==> config.mk <==
export PLATFORM = sky130hd
export DESIGN_NAME = ddr_channel_pin_interface
export DESIGN_NICKNAME = d
export VERILOG_FILES = /design/src/pkg/ddr_pin_pkg.sv /design/src/design/ddr_channel_pin_interface.sv
export SDC_FILE = /design/constraint.sdc
export NUM_CORES = 2
export LEC_CHECK = 0
export ABC_AREA = 1
export BUFFER_PORTS_ARGS = -buffer_cell sky130_fd_sc_hd__buf_2
export CAP_MARGIN = 15
export CORE_ASPECT_RATIO = 0.9
export CORE_MARGIN = 3
export CORE_UTILIZATION = 60
export DETAILED_ROUTE_END_ITERATION = 8
export GPL_ROUTABILITY_DRIVEN = 0
export PLACE_DENSITY = 0.78
export RECOVER_POWER = 25
export SLEW_MARGIN = 20
export SYNTH_ARGS = -nofsm -noshare
export SYNTH_HDL_FRONTEND = slang
export SYNTH_SLANG_ARGS = --single-unit
==> constraint.sdc <==
create_clock -name clock -period 8.7 [get_ports clock]
set_clock_uncertainty 0.05 [all_clocks]
set_input_delay 1.74 -clock clock [delete_from_list [all_inputs] [get_ports clock]]
set_output_delay 1.74 -clock clock [all_outputs]
set_load 0.03 [all_outputs]
==> src/pkg/ddr_pin_pkg.sv <==
// Constants and types for one DDR channel pin interface.
// Assumes a 250 MHz core clock; all other files use package::name.
package ddr_pin_pkg;

  // Core clock and command clock
  localparam int CLK_NS = 4;
  localparam int CMD_CLK_NS = 64;
  localparam int CMD_DIV = CMD_CLK_NS / CLK_NS;
  localparam logic [3:0] PH_LAST = 4'(CMD_DIV - 1);
  localparam logic [3:0] PH_HALF_END = 4'(CMD_DIV / 2 - 1);
  localparam logic [3:0] PH_Q1_END = 4'(CMD_DIV / 4 - 1);
  localparam logic [3:0] PH_Q3_END = 4'(3 * CMD_DIV / 4 - 1);

  // Power-up hold with clock enables low
  localparam int INIT_HOLD_NS = 200000;
  localparam int INIT_CYC = (INIT_HOLD_NS + CLK_NS - 1) / CLK_NS;

  // Read burst give-up time
  localparam logic [7:0] RD_TIMEOUT_CYC = 8'hff;

  // Widths
  localparam int ROWS = 4;
  localparam int CLK_PAIRS = 6;
  localparam int ADDR_W = 13;
  localparam int BANK_W = 2;
  localparam int DATA_W = 64;
  localparam int ECC_W = 8;
  localparam int LANES = 9;
  localparam int WORD_W = DATA_W + ECC_W;
  localparam int FIFO_DEPTH = 16;
  localparam logic [2:0] BURST_BEATS = 3'h4;

  // Row selects and clock enables
  localparam logic [3:0] ROWSEL_NONE = 4'hf;
  localparam logic [3:0] CKE_OFF = 4'h0;
  localparam logic [3:0] CKE_ON = 4'hf;

  // Row, column and write strobe levels per command
  localparam logic [2:0] STB_NOP = 3'h7;
  localparam logic [2:0] STB_ACT = 3'h3;
  localparam logic [2:0] STB_RD = 3'h5;
  localparam logic [2:0] STB_WR = 3'h4;
  localparam logic [2:0] STB_PRE = 3'h2;
  localparam logic [2:0] STB_REF = 3'h1;
  localparam logic [2:0] STB_MRS = 3'h0;

  typedef enum logic [2:0] {
    cmd_nop, cmd_activate, cmd_read, cmd_write, cmd_precharge, cmd_refresh, cmd_mode_set
  } cmd_t;

endpackage : ddr_pin_pkg

==> src/design/ddr_channel_pin_interface.sv <==
// DDR channel pin interface: command clock, command pins, clock enables,
// write burst out of a word FIFO and read capture on memory strobes.
// Assumes a 250 MHz clock, user logic on that clock, memory on the pins.
//
// Overview of operation
// RL1: Drive command clock pairs, complement exact inverse; memory samples on true rise.
// RL2: Six command clock pairs per channel, three for each module.
// RL3: One active-low select per row, four, changing on command clock rise.
// RL4: Row and column addresses share one 13-bit multiplexed address bus.
// RL5: Two-bit bank select, set with the address, picks the bank.
// RL6: Command is row, column, write strobe levels qualified by row select.
// RL7: Data moves over a 64-bit two-way bus.
// RL8: On writes each strobe transition sits centred in its data window.
// RL9: On reads strobes arrive edge aligned; capture data from those strobes.
// RL10: Strobe n times byte n; strobe 8 times the check byte.
// RL11: Clock enables held low during power-up initialisation.
// RL12: Clock enables drop all rows into self-refresh on suspend, raise on resume.
// RL13: Idle rows may have their clock enable dropped for power-down.
// RL14: One clock enable per row, four, changing on command clock rise.
// RL15: An 8-bit check byte moves at double rate with its own strobe.
// RL16: Data and check bits move on both strobe edges, 72 bits per edge.
`timescale 1ns/1ns

module word_fifo #(
  parameter int WIDTH = 72,
  parameter int DEPTH = 16,
  localparam int AW = $clog2(DEPTH)
) (
  input wire logic clock,
  input wire logic arst_n,
  input wire logic in_valid,
  output logic in_ready,
  input wire logic [WIDTH-1:0] in_data,
  output logic out_valid,
  input wire logic out_ready,
  output logic [WIDTH-1:0] out_data,
  output logic [AW:0] level
);
  logic [WIDTH-1:0] mem_q [DEPTH];
  logic [AW:0] wr_ptr_q;
  logic [AW:0] rd_ptr_q;
  logic push;
  logic pop;

  assign level = wr_ptr_q - rd_ptr_q;
  assign in_ready = level != (AW+1)'(DEPTH);
  assign out_valid = level != '0;
  assign push = in_valid && in_ready;
  assign pop = out_valid && out_ready;
  assign out_data = mem_q[rd_ptr_q[AW-1:0]];

  always_ff @(posedge clock or negedge arst_n) begin
    if (!arst_n) begin
      wr_ptr_q <= '0;
    end else if (push) begin
      wr_ptr_q <= wr_ptr_q + 1'b1;
    end
  end

  always_ff @(posedge clock or negedge arst_n) begin
    if (!arst_n) begin
      rd_ptr_q <= '0;
    end else if (pop) begin
      rd_ptr_q <= rd_ptr_q + 1'b1;
    end
  end

  always_ff @(posedge clock) begin
    if (push) begin
      mem_q[wr_ptr_q[AW-1:0]] <= in_data;
    end
  end
endmodule : word_fifo

module ddr_channel_pin_interface #(
  parameter int INIT_CYC = ddr_pin_pkg::INIT_CYC
) (
  input wire logic clock,
  input wire logic arst_n,
  input wire logic cmd_valid,
  output logic cmd_ready,
  input ddr_pin_pkg::cmd_t cmd_code,
  input wire logic [1:0] cmd_row,
  input wire logic [ddr_pin_pkg::BANK_W-1:0] cmd_bank,
  input wire logic [ddr_pin_pkg::ADDR_W-1:0] cmd_addr,
  input wire logic wr_valid,
  output logic wr_ready,
  input wire logic [ddr_pin_pkg::DATA_W-1:0] wr_data,
  input wire logic [ddr_pin_pkg::ECC_W-1:0] wr_ecc,
  output logic rd_valid,
  output logic [ddr_pin_pkg::DATA_W-1:0] rd_data,
  output logic [ddr_pin_pkg::ECC_W-1:0] rd_ecc,
  input wire logic suspend_req,
  input wire logic [ddr_pin_pkg::ROWS-1:0] idle_rows,
  output logic init_done,
  output logic in_self_refresh,
  output logic [ddr_pin_pkg::CLK_PAIRS-1:0] cmd_clock_pair_p,
  output logic [ddr_pin_pkg::CLK_PAIRS-1:0] cmd_clock_pair_n,
  output logic [ddr_pin_pkg::ROWS-1:0] row_select_n,
  output logic [ddr_pin_pkg::ADDR_W-1:0] mem_addr_mux,
  output logic [ddr_pin_pkg::BANK_W-1:0] bank_select,
  output logic row_strobe_n,
  output logic column_strobe_n,
  output logic write_strobe_n,
  output logic [ddr_pin_pkg::ROWS-1:0] row_clock_enable,
  input wire logic [ddr_pin_pkg::DATA_W-1:0] mem_data_lines_i,
  output logic [ddr_pin_pkg::DATA_W-1:0] mem_data_lines_o,
  output logic mem_data_lines_oe,
  input wire logic [ddr_pin_pkg::ECC_W-1:0] ecc_check_byte_i,
  output logic [ddr_pin_pkg::ECC_W-1:0] ecc_check_byte_o,
  output logic ecc_check_byte_oe,
  input wire logic [ddr_pin_pkg::LANES-1:0] byte_data_strobe_i,
  output logic [ddr_pin_pkg::LANES-1:0] byte_data_strobe_o,
  output logic [ddr_pin_pkg::LANES-1:0] byte_data_strobe_oe
);
  typedef enum logic [2:0] {st_init, st_idle, st_write, st_read, st_sref} state_t;

  state_t state_q;
  logic [3:0] phase_q;
  logic clk_q;
  logic slot;
  logic mid;
  logic accept;
  logic [15:0] init_cnt_q;
  logic init_done_q;
  logic [2:0] stb_q;
  logic [2:0] stb_enc;
  logic [2:0] beat_q;
  logic load;
  logic pop;
  logic dq_oe_q;
  logic dqs_q;
  logic [ddr_pin_pkg::WORD_W-1:0] wr_word_q;
  logic [ddr_pin_pkg::WORD_W-1:0] fifo_out;
  logic fifo_valid;
  logic [4:0] fifo_level;
  logic [ddr_pin_pkg::WORD_W-1:0] cap_bus;
  logic [ddr_pin_pkg::LANES-1:0] got_bus;
  logic word_done;
  logic [2:0] rd_count_q;
  logic [7:0] rd_wait_q;
  logic rd_valid_q;
  logic [ddr_pin_pkg::WORD_W-1:0] rd_word_q;

  // Command clock divider
  assign slot = phase_q == ddr_pin_pkg::PH_LAST;
  assign mid = phase_q == ddr_pin_pkg::PH_HALF_END;

  always_ff @(posedge clock or negedge arst_n) begin
    if (!arst_n) begin
      phase_q <= '0;
    end else if (slot) begin
      phase_q <= '0;
    end else begin
      phase_q <= phase_q + 4'h1;
    end
  end

  always_ff @(posedge clock or negedge arst_n) begin
    if (!arst_n) begin
      clk_q <= 1'b0;
    end else if (slot) begin
      clk_q <= 1'b1;
    end else if (mid) begin
      clk_q <= 1'b0;
    end
  end

  assign cmd_clock_pair_p = {ddr_pin_pkg::CLK_PAIRS{clk_q}}; // RL2
  assign cmd_clock_pair_n = {ddr_pin_pkg::CLK_PAIRS{~clk_q}}; // RL1

  // Power-up hold
  always_ff @(posedge clock or negedge arst_n) begin
    if (!arst_n) begin
      init_cnt_q <= '0;
      init_done_q <= 1'b0;
    end else if (!init_done_q) begin
      init_cnt_q <= init_cnt_q + 16'h1;
      init_done_q <= init_cnt_q == 16'(INIT_CYC - 1);
    end
  end

  // Command acceptance, only at a command clock rise
  assign cmd_ready = state_q == st_idle && slot && !suspend_req &&
                     (cmd_code != ddr_pin_pkg::cmd_write || fifo_level >= 5'(ddr_pin_pkg::BURST_BEATS));
  assign accept = cmd_valid && cmd_ready;

  always_comb begin
    case (cmd_code)
      ddr_pin_pkg::cmd_activate: stb_enc = ddr_pin_pkg::STB_ACT;
      ddr_pin_pkg::cmd_read: stb_enc = ddr_pin_pkg::STB_RD;
      ddr_pin_pkg::cmd_write: stb_enc = ddr_pin_pkg::STB_WR;
      ddr_pin_pkg::cmd_precharge: stb_enc = ddr_pin_pkg::STB_PRE;
      ddr_pin_pkg::cmd_refresh: stb_enc = ddr_pin_pkg::STB_REF;
      ddr_pin_pkg::cmd_mode_set: stb_enc = ddr_pin_pkg::STB_MRS;
      default: stb_enc = ddr_pin_pkg::STB_NOP;
    endcase
  end

  // Command pins, one command clock period per command
  always_ff @(posedge clock or negedge arst_n) begin
    if (!arst_n) begin
      row_select_n <= ddr_pin_pkg::ROWSEL_NONE;
      stb_q <= ddr_pin_pkg::STB_NOP;
      mem_addr_mux <= '0;
      bank_select <= '0;
    end else if (slot) begin // RL3
      if (accept) begin
        row_select_n <= ~(4'h1 << cmd_row); // RL6
        stb_q <= stb_enc; // RL6
        mem_addr_mux <= cmd_addr; // RL4
        bank_select <= cmd_bank; // RL5
      end else if (state_q == st_idle && suspend_req) begin
        row_select_n <= ~ddr_pin_pkg::ROWSEL_NONE; // RL12
        stb_q <= ddr_pin_pkg::STB_REF;
      end else begin
        row_select_n <= ddr_pin_pkg::ROWSEL_NONE;
        stb_q <= ddr_pin_pkg::STB_NOP;
      end
    end
  end

  assign row_strobe_n = stb_q[2];
  assign column_strobe_n = stb_q[1];
  assign write_strobe_n = stb_q[0];

  // Clock enables per row
  always_ff @(posedge clock or negedge arst_n) begin
    if (!arst_n) begin
      row_clock_enable <= ddr_pin_pkg::CKE_OFF; // RL11
    end else if (slot) begin // RL14
      case (state_q)
        st_init: begin
          if (init_done_q) begin
            row_clock_enable <= ddr_pin_pkg::CKE_ON; // RL11
          end
        end
        st_idle: begin
          if (suspend_req) begin
            row_clock_enable <= ddr_pin_pkg::CKE_OFF; // RL12
          end else begin
            row_clock_enable <= ~idle_rows; // RL13
          end
        end
        st_sref: begin
          if (!suspend_req) begin
            row_clock_enable <= ddr_pin_pkg::CKE_ON; // RL12
          end
        end
        default: begin
          row_clock_enable <= row_clock_enable;
        end
      endcase
    end
  end

  // Channel sequencing
  always_ff @(posedge clock or negedge arst_n) begin
    if (!arst_n) begin
      state_q <= st_init;
    end else begin
      case (state_q)
        st_init: begin
          if (slot && init_done_q) begin
            state_q <= st_idle;
          end
        end
        st_idle: begin
          if (accept && cmd_code == ddr_pin_pkg::cmd_write) begin
            state_q <= st_write;
          end else if (accept && cmd_code == ddr_pin_pkg::cmd_read) begin
            state_q <= st_read;
          end else if (slot && suspend_req) begin
            state_q <= st_sref;
          end
        end
        st_write: begin
          if (load && beat_q == ddr_pin_pkg::BURST_BEATS) begin
            state_q <= st_idle;
          end
        end
        st_read: begin
          if (rd_count_q == ddr_pin_pkg::BURST_BEATS || rd_wait_q == ddr_pin_pkg::RD_TIMEOUT_CYC) begin
            state_q <= st_idle;
          end
        end
        st_sref: begin
          if (slot && !suspend_req) begin
            state_q <= st_idle;
          end
        end
        default: state_q <= st_idle;
      endcase
    end
  end

  assign init_done = init_done_q;
  assign in_self_refresh = state_q == st_sref;

  // Write words wait here until a write burst drains them
  word_fifo #(.WIDTH(ddr_pin_pkg::WORD_W), .DEPTH(ddr_pin_pkg::FIFO_DEPTH)) wr_fifo (
    .clock(clock),
    .arst_n(arst_n),
    .in_valid(wr_valid),
    .in_ready(wr_ready),
    .in_data({wr_ecc, wr_data}),
    .out_valid(fifo_valid),
    .out_ready(pop),
    .out_data(fifo_out),
    .level(fifo_level)
  );

  // Write beats on both command clock halves
  assign load = state_q == st_write && (slot || mid); // RL16
  assign pop = load && fifo_valid && beat_q != ddr_pin_pkg::BURST_BEATS;

  always_ff @(posedge clock or negedge arst_n) begin
    if (!arst_n) begin
      beat_q <= '0;
    end else if (state_q != st_write) begin
      beat_q <= '0;
    end else if (pop) begin
      beat_q <= beat_q + 3'h1;
    end
  end

  always_ff @(posedge clock or negedge arst_n) begin
    if (!arst_n) begin
      wr_word_q <= '0;
    end else if (pop) begin
      wr_word_q <= fifo_out; // RL15
    end
  end

  always_ff @(posedge clock or negedge arst_n) begin
    if (!arst_n) begin
      dq_oe_q <= 1'b0;
    end else if (pop) begin
      dq_oe_q <= 1'b1; // RL7
    end else if (load || state_q != st_write) begin
      dq_oe_q <= 1'b0;
    end
  end

  // Strobe toggles a quarter period after each data change
  always_ff @(posedge clock or negedge arst_n) begin
    if (!arst_n) begin
      dqs_q <= 1'b0;
    end else if (state_q != st_write) begin
      dqs_q <= 1'b0;
    end else if (dq_oe_q && (phase_q == ddr_pin_pkg::PH_Q1_END || phase_q == ddr_pin_pkg::PH_Q3_END)) begin
      dqs_q <= ~dqs_q; // RL8
    end
  end

  assign mem_data_lines_o = wr_word_q[ddr_pin_pkg::DATA_W-1:0];
  assign ecc_check_byte_o = wr_word_q[ddr_pin_pkg::WORD_W-1:ddr_pin_pkg::DATA_W];
  assign mem_data_lines_oe = dq_oe_q;
  assign ecc_check_byte_oe = dq_oe_q;
  assign byte_data_strobe_o = {ddr_pin_pkg::LANES{dqs_q}};
  assign byte_data_strobe_oe = {ddr_pin_pkg::LANES{dq_oe_q}};

  // Read capture, each lane on its own strobe
  assign word_done = &got_bus;

  for (genvar i = 0; i < ddr_pin_pkg::LANES; i++) begin : lane
    logic [7:0] pin_byte;
    logic s1_q;
    logic s2_q;
    logic s3_q;
    logic e1_q;
    logic got_q;
    logic [7:0] d1_q;
    logic [7:0] d2_q;
    logic [7:0] byte_q;

    if (i < ddr_pin_pkg::LANES - 1) begin : dq
      assign pin_byte = mem_data_lines_i[8*i +: 8]; // RL10
    end else begin : ecc
      assign pin_byte = ecc_check_byte_i; // RL10
    end

    always_ff @(posedge clock or negedge arst_n) begin
      if (!arst_n) begin
        s1_q <= 1'b0;
        s2_q <= 1'b0;
        s3_q <= 1'b0;
        d1_q <= '0;
        d2_q <= '0;
      end else begin
        s1_q <= byte_data_strobe_i[i];
        s2_q <= s1_q;
        s3_q <= s2_q;
        d1_q <= pin_byte;
        d2_q <= d1_q;
      end
    end

    always_ff @(posedge clock or negedge arst_n) begin
      if (!arst_n) begin
        e1_q <= 1'b0;
        byte_q <= '0;
      end else begin
        e1_q <= state_q == st_read && (s2_q ^ s3_q); // RL9 RL16
        if (e1_q) begin
          byte_q <= d2_q; // RL9
        end
      end
    end

    always_ff @(posedge clock or negedge arst_n) begin
      if (!arst_n) begin
        got_q <= 1'b0;
      end else if (state_q != st_read) begin
        got_q <= 1'b0;
      end else begin
        got_q <= (got_q && !word_done) || e1_q;
      end
    end

    assign cap_bus[8*i +: 8] = byte_q;
    assign got_bus[i] = got_q;
  end

  always_ff @(posedge clock or negedge arst_n) begin
    if (!arst_n) begin
      rd_count_q <= '0;
      rd_wait_q <= '0;
    end else if (state_q != st_read) begin
      rd_count_q <= '0;
      rd_wait_q <= '0;
    end else begin
      rd_wait_q <= rd_wait_q + 8'h1;
      if (word_done) begin
        rd_count_q <= rd_count_q + 3'h1;
      end
    end
  end

  always_ff @(posedge clock or negedge arst_n) begin
    if (!arst_n) begin
      rd_valid_q <= 1'b0;
      rd_word_q <= '0;
    end else begin
      rd_valid_q <= word_done;
      if (word_done) begin
        rd_word_q <= cap_bus; // RL15
      end
    end
  end

  assign rd_valid = rd_valid_q;
  assign rd_data = rd_word_q[ddr_pin_pkg::DATA_W-1:0];
  assign rd_ecc = rd_word_q[ddr_pin_pkg::WORD_W-1:ddr_pin_pkg::DATA_W];
endmodule : ddr_channel_pin_interface

==> impl.org <==
** Outcome
- The run finished with clean final reports.

** Drt
- DRC violations left :: 0
- The routed design has 155,000 um of wire.
- In the routed layout, each cell is associated on average with a via count of 6.23.
- For this block, the initial DRC count from the detailed router was just under 6,000.
- For this run, the detailed router's first-pass iteration total came to 6.
- The count of nets left with antenna violations once routing finished came out at 0.
- Dividing the detail-routed wire length by the instance count gives approximately 24 um.
- For this block, the via count after detailed routing is 40,000.

** Power and ir drop
- Power density cells :: roughly 270 nW/um2
- For this design the static power due to leakage is roughly 26 nW.
- The worst-case IR drop observed on VDD is between 0.2 and 0.25 mV.

** Synth
- Summing the sequential cell areas from Yosys gives between 70% and 80% of the chip area.
- After synthesis, the mean cell area works out to about 13 um2.
- After technology mapping, the gate count stands at 4,669.
- Of all cell types, the one taking the most synthesized area is edfxtp_1.
- The mapped netlist covers about 60,000 um2.
- Unique masters post-synth :: 39
- Warnings from Yosys :: 0
- Post-synth net total :: 4,868
- By area the synthesized netlist is led by edfxtp_1 57%, dfrtp_1 20%, o21ai_0 5.3%, nand2_1 3.9%, nor2_1 3.8%.
- Counting flops and latches in the post-synthesis netlist gives about 1,600.
- Of the post-synthesis cell area, the dominant cell type holds a little under three fifths.

** Die
- Standard cell core area :: between 100,000 and 150,000 um2
- The floorplan step set the die height to 309 um.
- The die covers about 110,000 um2.
- The initial utilization of the core area, before any placement, comes to 60.8%.
- Number of I/O pins :: just under 400
- Rows :: 110
- In this run the horizontal extent of the chip is around 340 um.

** Clock network
- Number of setup buffers added after CTS :: 0
- Buffers inserted during clock tree synthesis total 154.
- TritonCTS built the clock tree.
- For this design, the CTS-stage hold fixing added 0 buffers.
- Clock tree root buffer cell :: clkbuf_16
- Largest buffer count on any clock path :: 3
- Register clock-pin slew on the reported worst setup and hold paths :: about 0.060 ns
- Sinks on the clock net :: between 1,500 and 2,000
- Deepest level of the CTS H-tree :: 4
- The clock reaches the later pin of the worst-skew pair after just under 0.8 ns.
- Count of cells resized by post-cts repair :: 0

** Worst setup path
- The setup path with the least slack is of type reg2out.
- Data arrives at the worst endpoint at 3.78 ns.
- STA classifies the critical path endpoint as a primary output.
- STA puts the critical path data required time at 6.91 ns.
- Crit-path max FO :: 92
- Element type at the critical path start :: register

** Global route
- Aggregate global routing overflow :: 0
- The first global-routing pass estimated 231,000 um of wire.
- Entering global routing, the biggest net connects around 250 pins.
- Global router's overall resource usage :: around 29%
- Number of antenna violations at the first check in global routing :: 10
- Via count of the first global-routing pass :: 38,100

** STA
- Final setup violation count :: 0
- The number of slew-limit violations in the final report came to 0.
- Setup slack after layout :: between 3 and 4 ns
- Setup repair after global routing missed its margin :: false
- Counting I/O delays and the setup requirement, the final critical path takes 5.57 ns.
- Adding up every negative setup slack in the final design gives 0 ns.
- The number of hold violations in the final report came to 0.
- Final cycle utilization of the critical path :: between 60% and 70%
- Fmax :: approximately 180 MHz
- At the pin with the least slew margin, the transition time is around 1.2 ns.
- In this run the tightest slew margin relative to its limit is between 20% and 30%.

** Placed design
- Worst setup slack before clock tree synthesis :: roughly 3.3 ns
- The count of buffers added on input and output ports is 388.
- The HPWL after detailed placement is slightly below 90,000 um.

** Cells and area
- Share of final-layout standard cells stronger than drive strength 1 :: 12.4%
- The final layout contains between 5,000 and 6,000 nets.
- Fill cells in the final layout number ~6,700.
- Compared with the post-synthesis result, the final layout area differs by 12.5%.
- Utilization after layout :: 68.4%

** Worst hold path
- The path class of the tightest hold or removal check is reg2reg.

** Job
- Max-cap violations in this run came to 0.
## state kept, by name, summed over array words and instances, names as in the netlist, 3 cells and up
| signal | cells |
|---|---|
| wr_fifo.mem_q | 1152 |
| lane.byte_q | 72 |
| lane.d1_q | 72 |
| lane.d2_q | 72 |
| rd_word_q | 72 |
| wr_word_q | 72 |
| init_cnt_q | 16 |
| mem_addr_mux | 13 |
| lane.e1_q | 9 |
| lane.got_q | 9 |
| lane.s1_q | 9 |
| lane.s2_q | 9 |
| lane.s3_q | 9 |
| rd_wait_q | 8 |
| wr_fifo.rd_ptr_q | 5 |
| wr_fifo.wr_ptr_q | 5 |
| phase_q | 4 |
| row_clock_enable | 4 |
| row_select_n | 4 |
| beat_q | 3 |
| rd_count_q | 3 |
| state_q | 3 |
| stb_q | 3 |
## path summary, 6_finish.rpt
check,startpoint,end,slack [ns],depth (start not counted)
max,wr_fifo.rd_ptr_q[0],cmd_ready,3.13,9
min,lane[4].d1_q[7],lane[4].d2_q[7],0.29,0
max reg2reg,wr_fifo.rd_ptr_q[0],wr_fifo.mem_q[15][8],3.71,11
min reg2reg,lane[4].d1_q[7],lane[4].d2_q[7],0.29,0
max in group asynchronous,arst_n,wr_fifo.rd_ptr_q[1],5.95,2
min in group asynchronous,arst_n,lane[6].d2_q[2],0.99,1
## layer usage
metal  global-route usage (%)  wire length, um  vias up
li1                         -                -    17300
met4                     9.18             3820        8
met2                     42.7            70600     2671
met1                     42.5            60400    19700
met3                     7.88            20000      290
met5                        0               49        -
## critical path, cell delays in order, from the launching register on
cell and delay (ns):
dfrtp_4 1.09, ha_1 0.27, inv_1 0.06, fa_1 0.41, nand3_1 0.09, nand3_1 0.11
xnor2_2 0.27, nand3_1 0.29, and2_1 0.24, buf_2 0.18
## cell families after synthesis
logic type / Yosys count / share of synthesized area [%]
adder cells (fa/ha/maj): 17 / 0.361
flip-flops: 1635 / 76.5
XOR/XNOR: 33 / 0.486
AND/OR/NAND/NOR: 1440 / 9.34
AO/OA/AOI/OAI: 1097 / 10.2
buffers and inverters: 447 / 3.15
## cell type report
cell class	instances	area [um2]	area share, %
clock inverter	73	729	1.06
antenna	3	7.51	0.0109
sequential	1635	46700	68.0
tap	1344	1680	2.45
inverter	137	541	0.787
clock buffer	207	4150	6.05
multi-input combinational	2587	12600	18.3
timing repair buffer	432	2320	3.38
## stage by stage
stage          power (W)  cells  area [um2]  hold WS (ns)
6_report          0.0185   6418       68700         0.293
5_1_grt           0.0191   6417       68700         0.300
4_1_cts           0.0185   6415       68700         0.295
3_5_place_dp      0.0121   6135       63900         0.285
3_3_place_gp      0.0119   6134       63800         0.282
2_1_floorplan     0.0111   4669       61000         0.281
## layout by cell type (no fill, tap or decap), types with 4 or more instances in the layout
master and n:
clkinv_8 5, a21oi_1 14, nand2_1 633, inv_16 5
inv_1 129, nor3_1 6, o211ai_1 36, clkbuf_1 100
buf_2 331, o21ai_1 109, dfstp_2 7, xnor2_1 15
buf_6 8, clkinvlp_4 5, bufinv_16 6, buf_4 29
clkbuf_8 10, nor2_1 613, dfrtp_1 473, o21ai_0 647
edfxtp_1 1152, o221ai_1 109, nand4_1 10, buf_12 5
nand3_1 143, clkbuf_16 154, o22ai_1 180, clkinv_2 19
nor3_2 16, xor2_1 17, clkinv_1 28, clkinv_16 4
ha_1 16
## power breakdown
| group | switching, W | total [W] | internal, W |
|---|---|---|---|
| Clock | 0.00290 | 0.00648 | 0.00358 |
| Sequential | 0.000268 | 0.00949 | 0.00922 |
| Combinational | 0.00192 | 0.00250 | 0.000587 |
## synth_stat cells, drive strengths merged
cell type and instances:
edfxtp 1152, o21ai 756, nand2 635, nor2 616
dfrtp 476, clkbuf 202, o22ai 180, nand3 146
inv 137, o221ai 109, buf 108, o211ai 36
nor3 22, xor2 17, ha 16, xnor2 16
a21oi 14, nand4 10, dfstp 7, and3 3
nor4 3, or2 3, a21boi 1, and2 1
fa 1, nand3b 1, o31ai 1
Power figures use the tool's default switching activity.
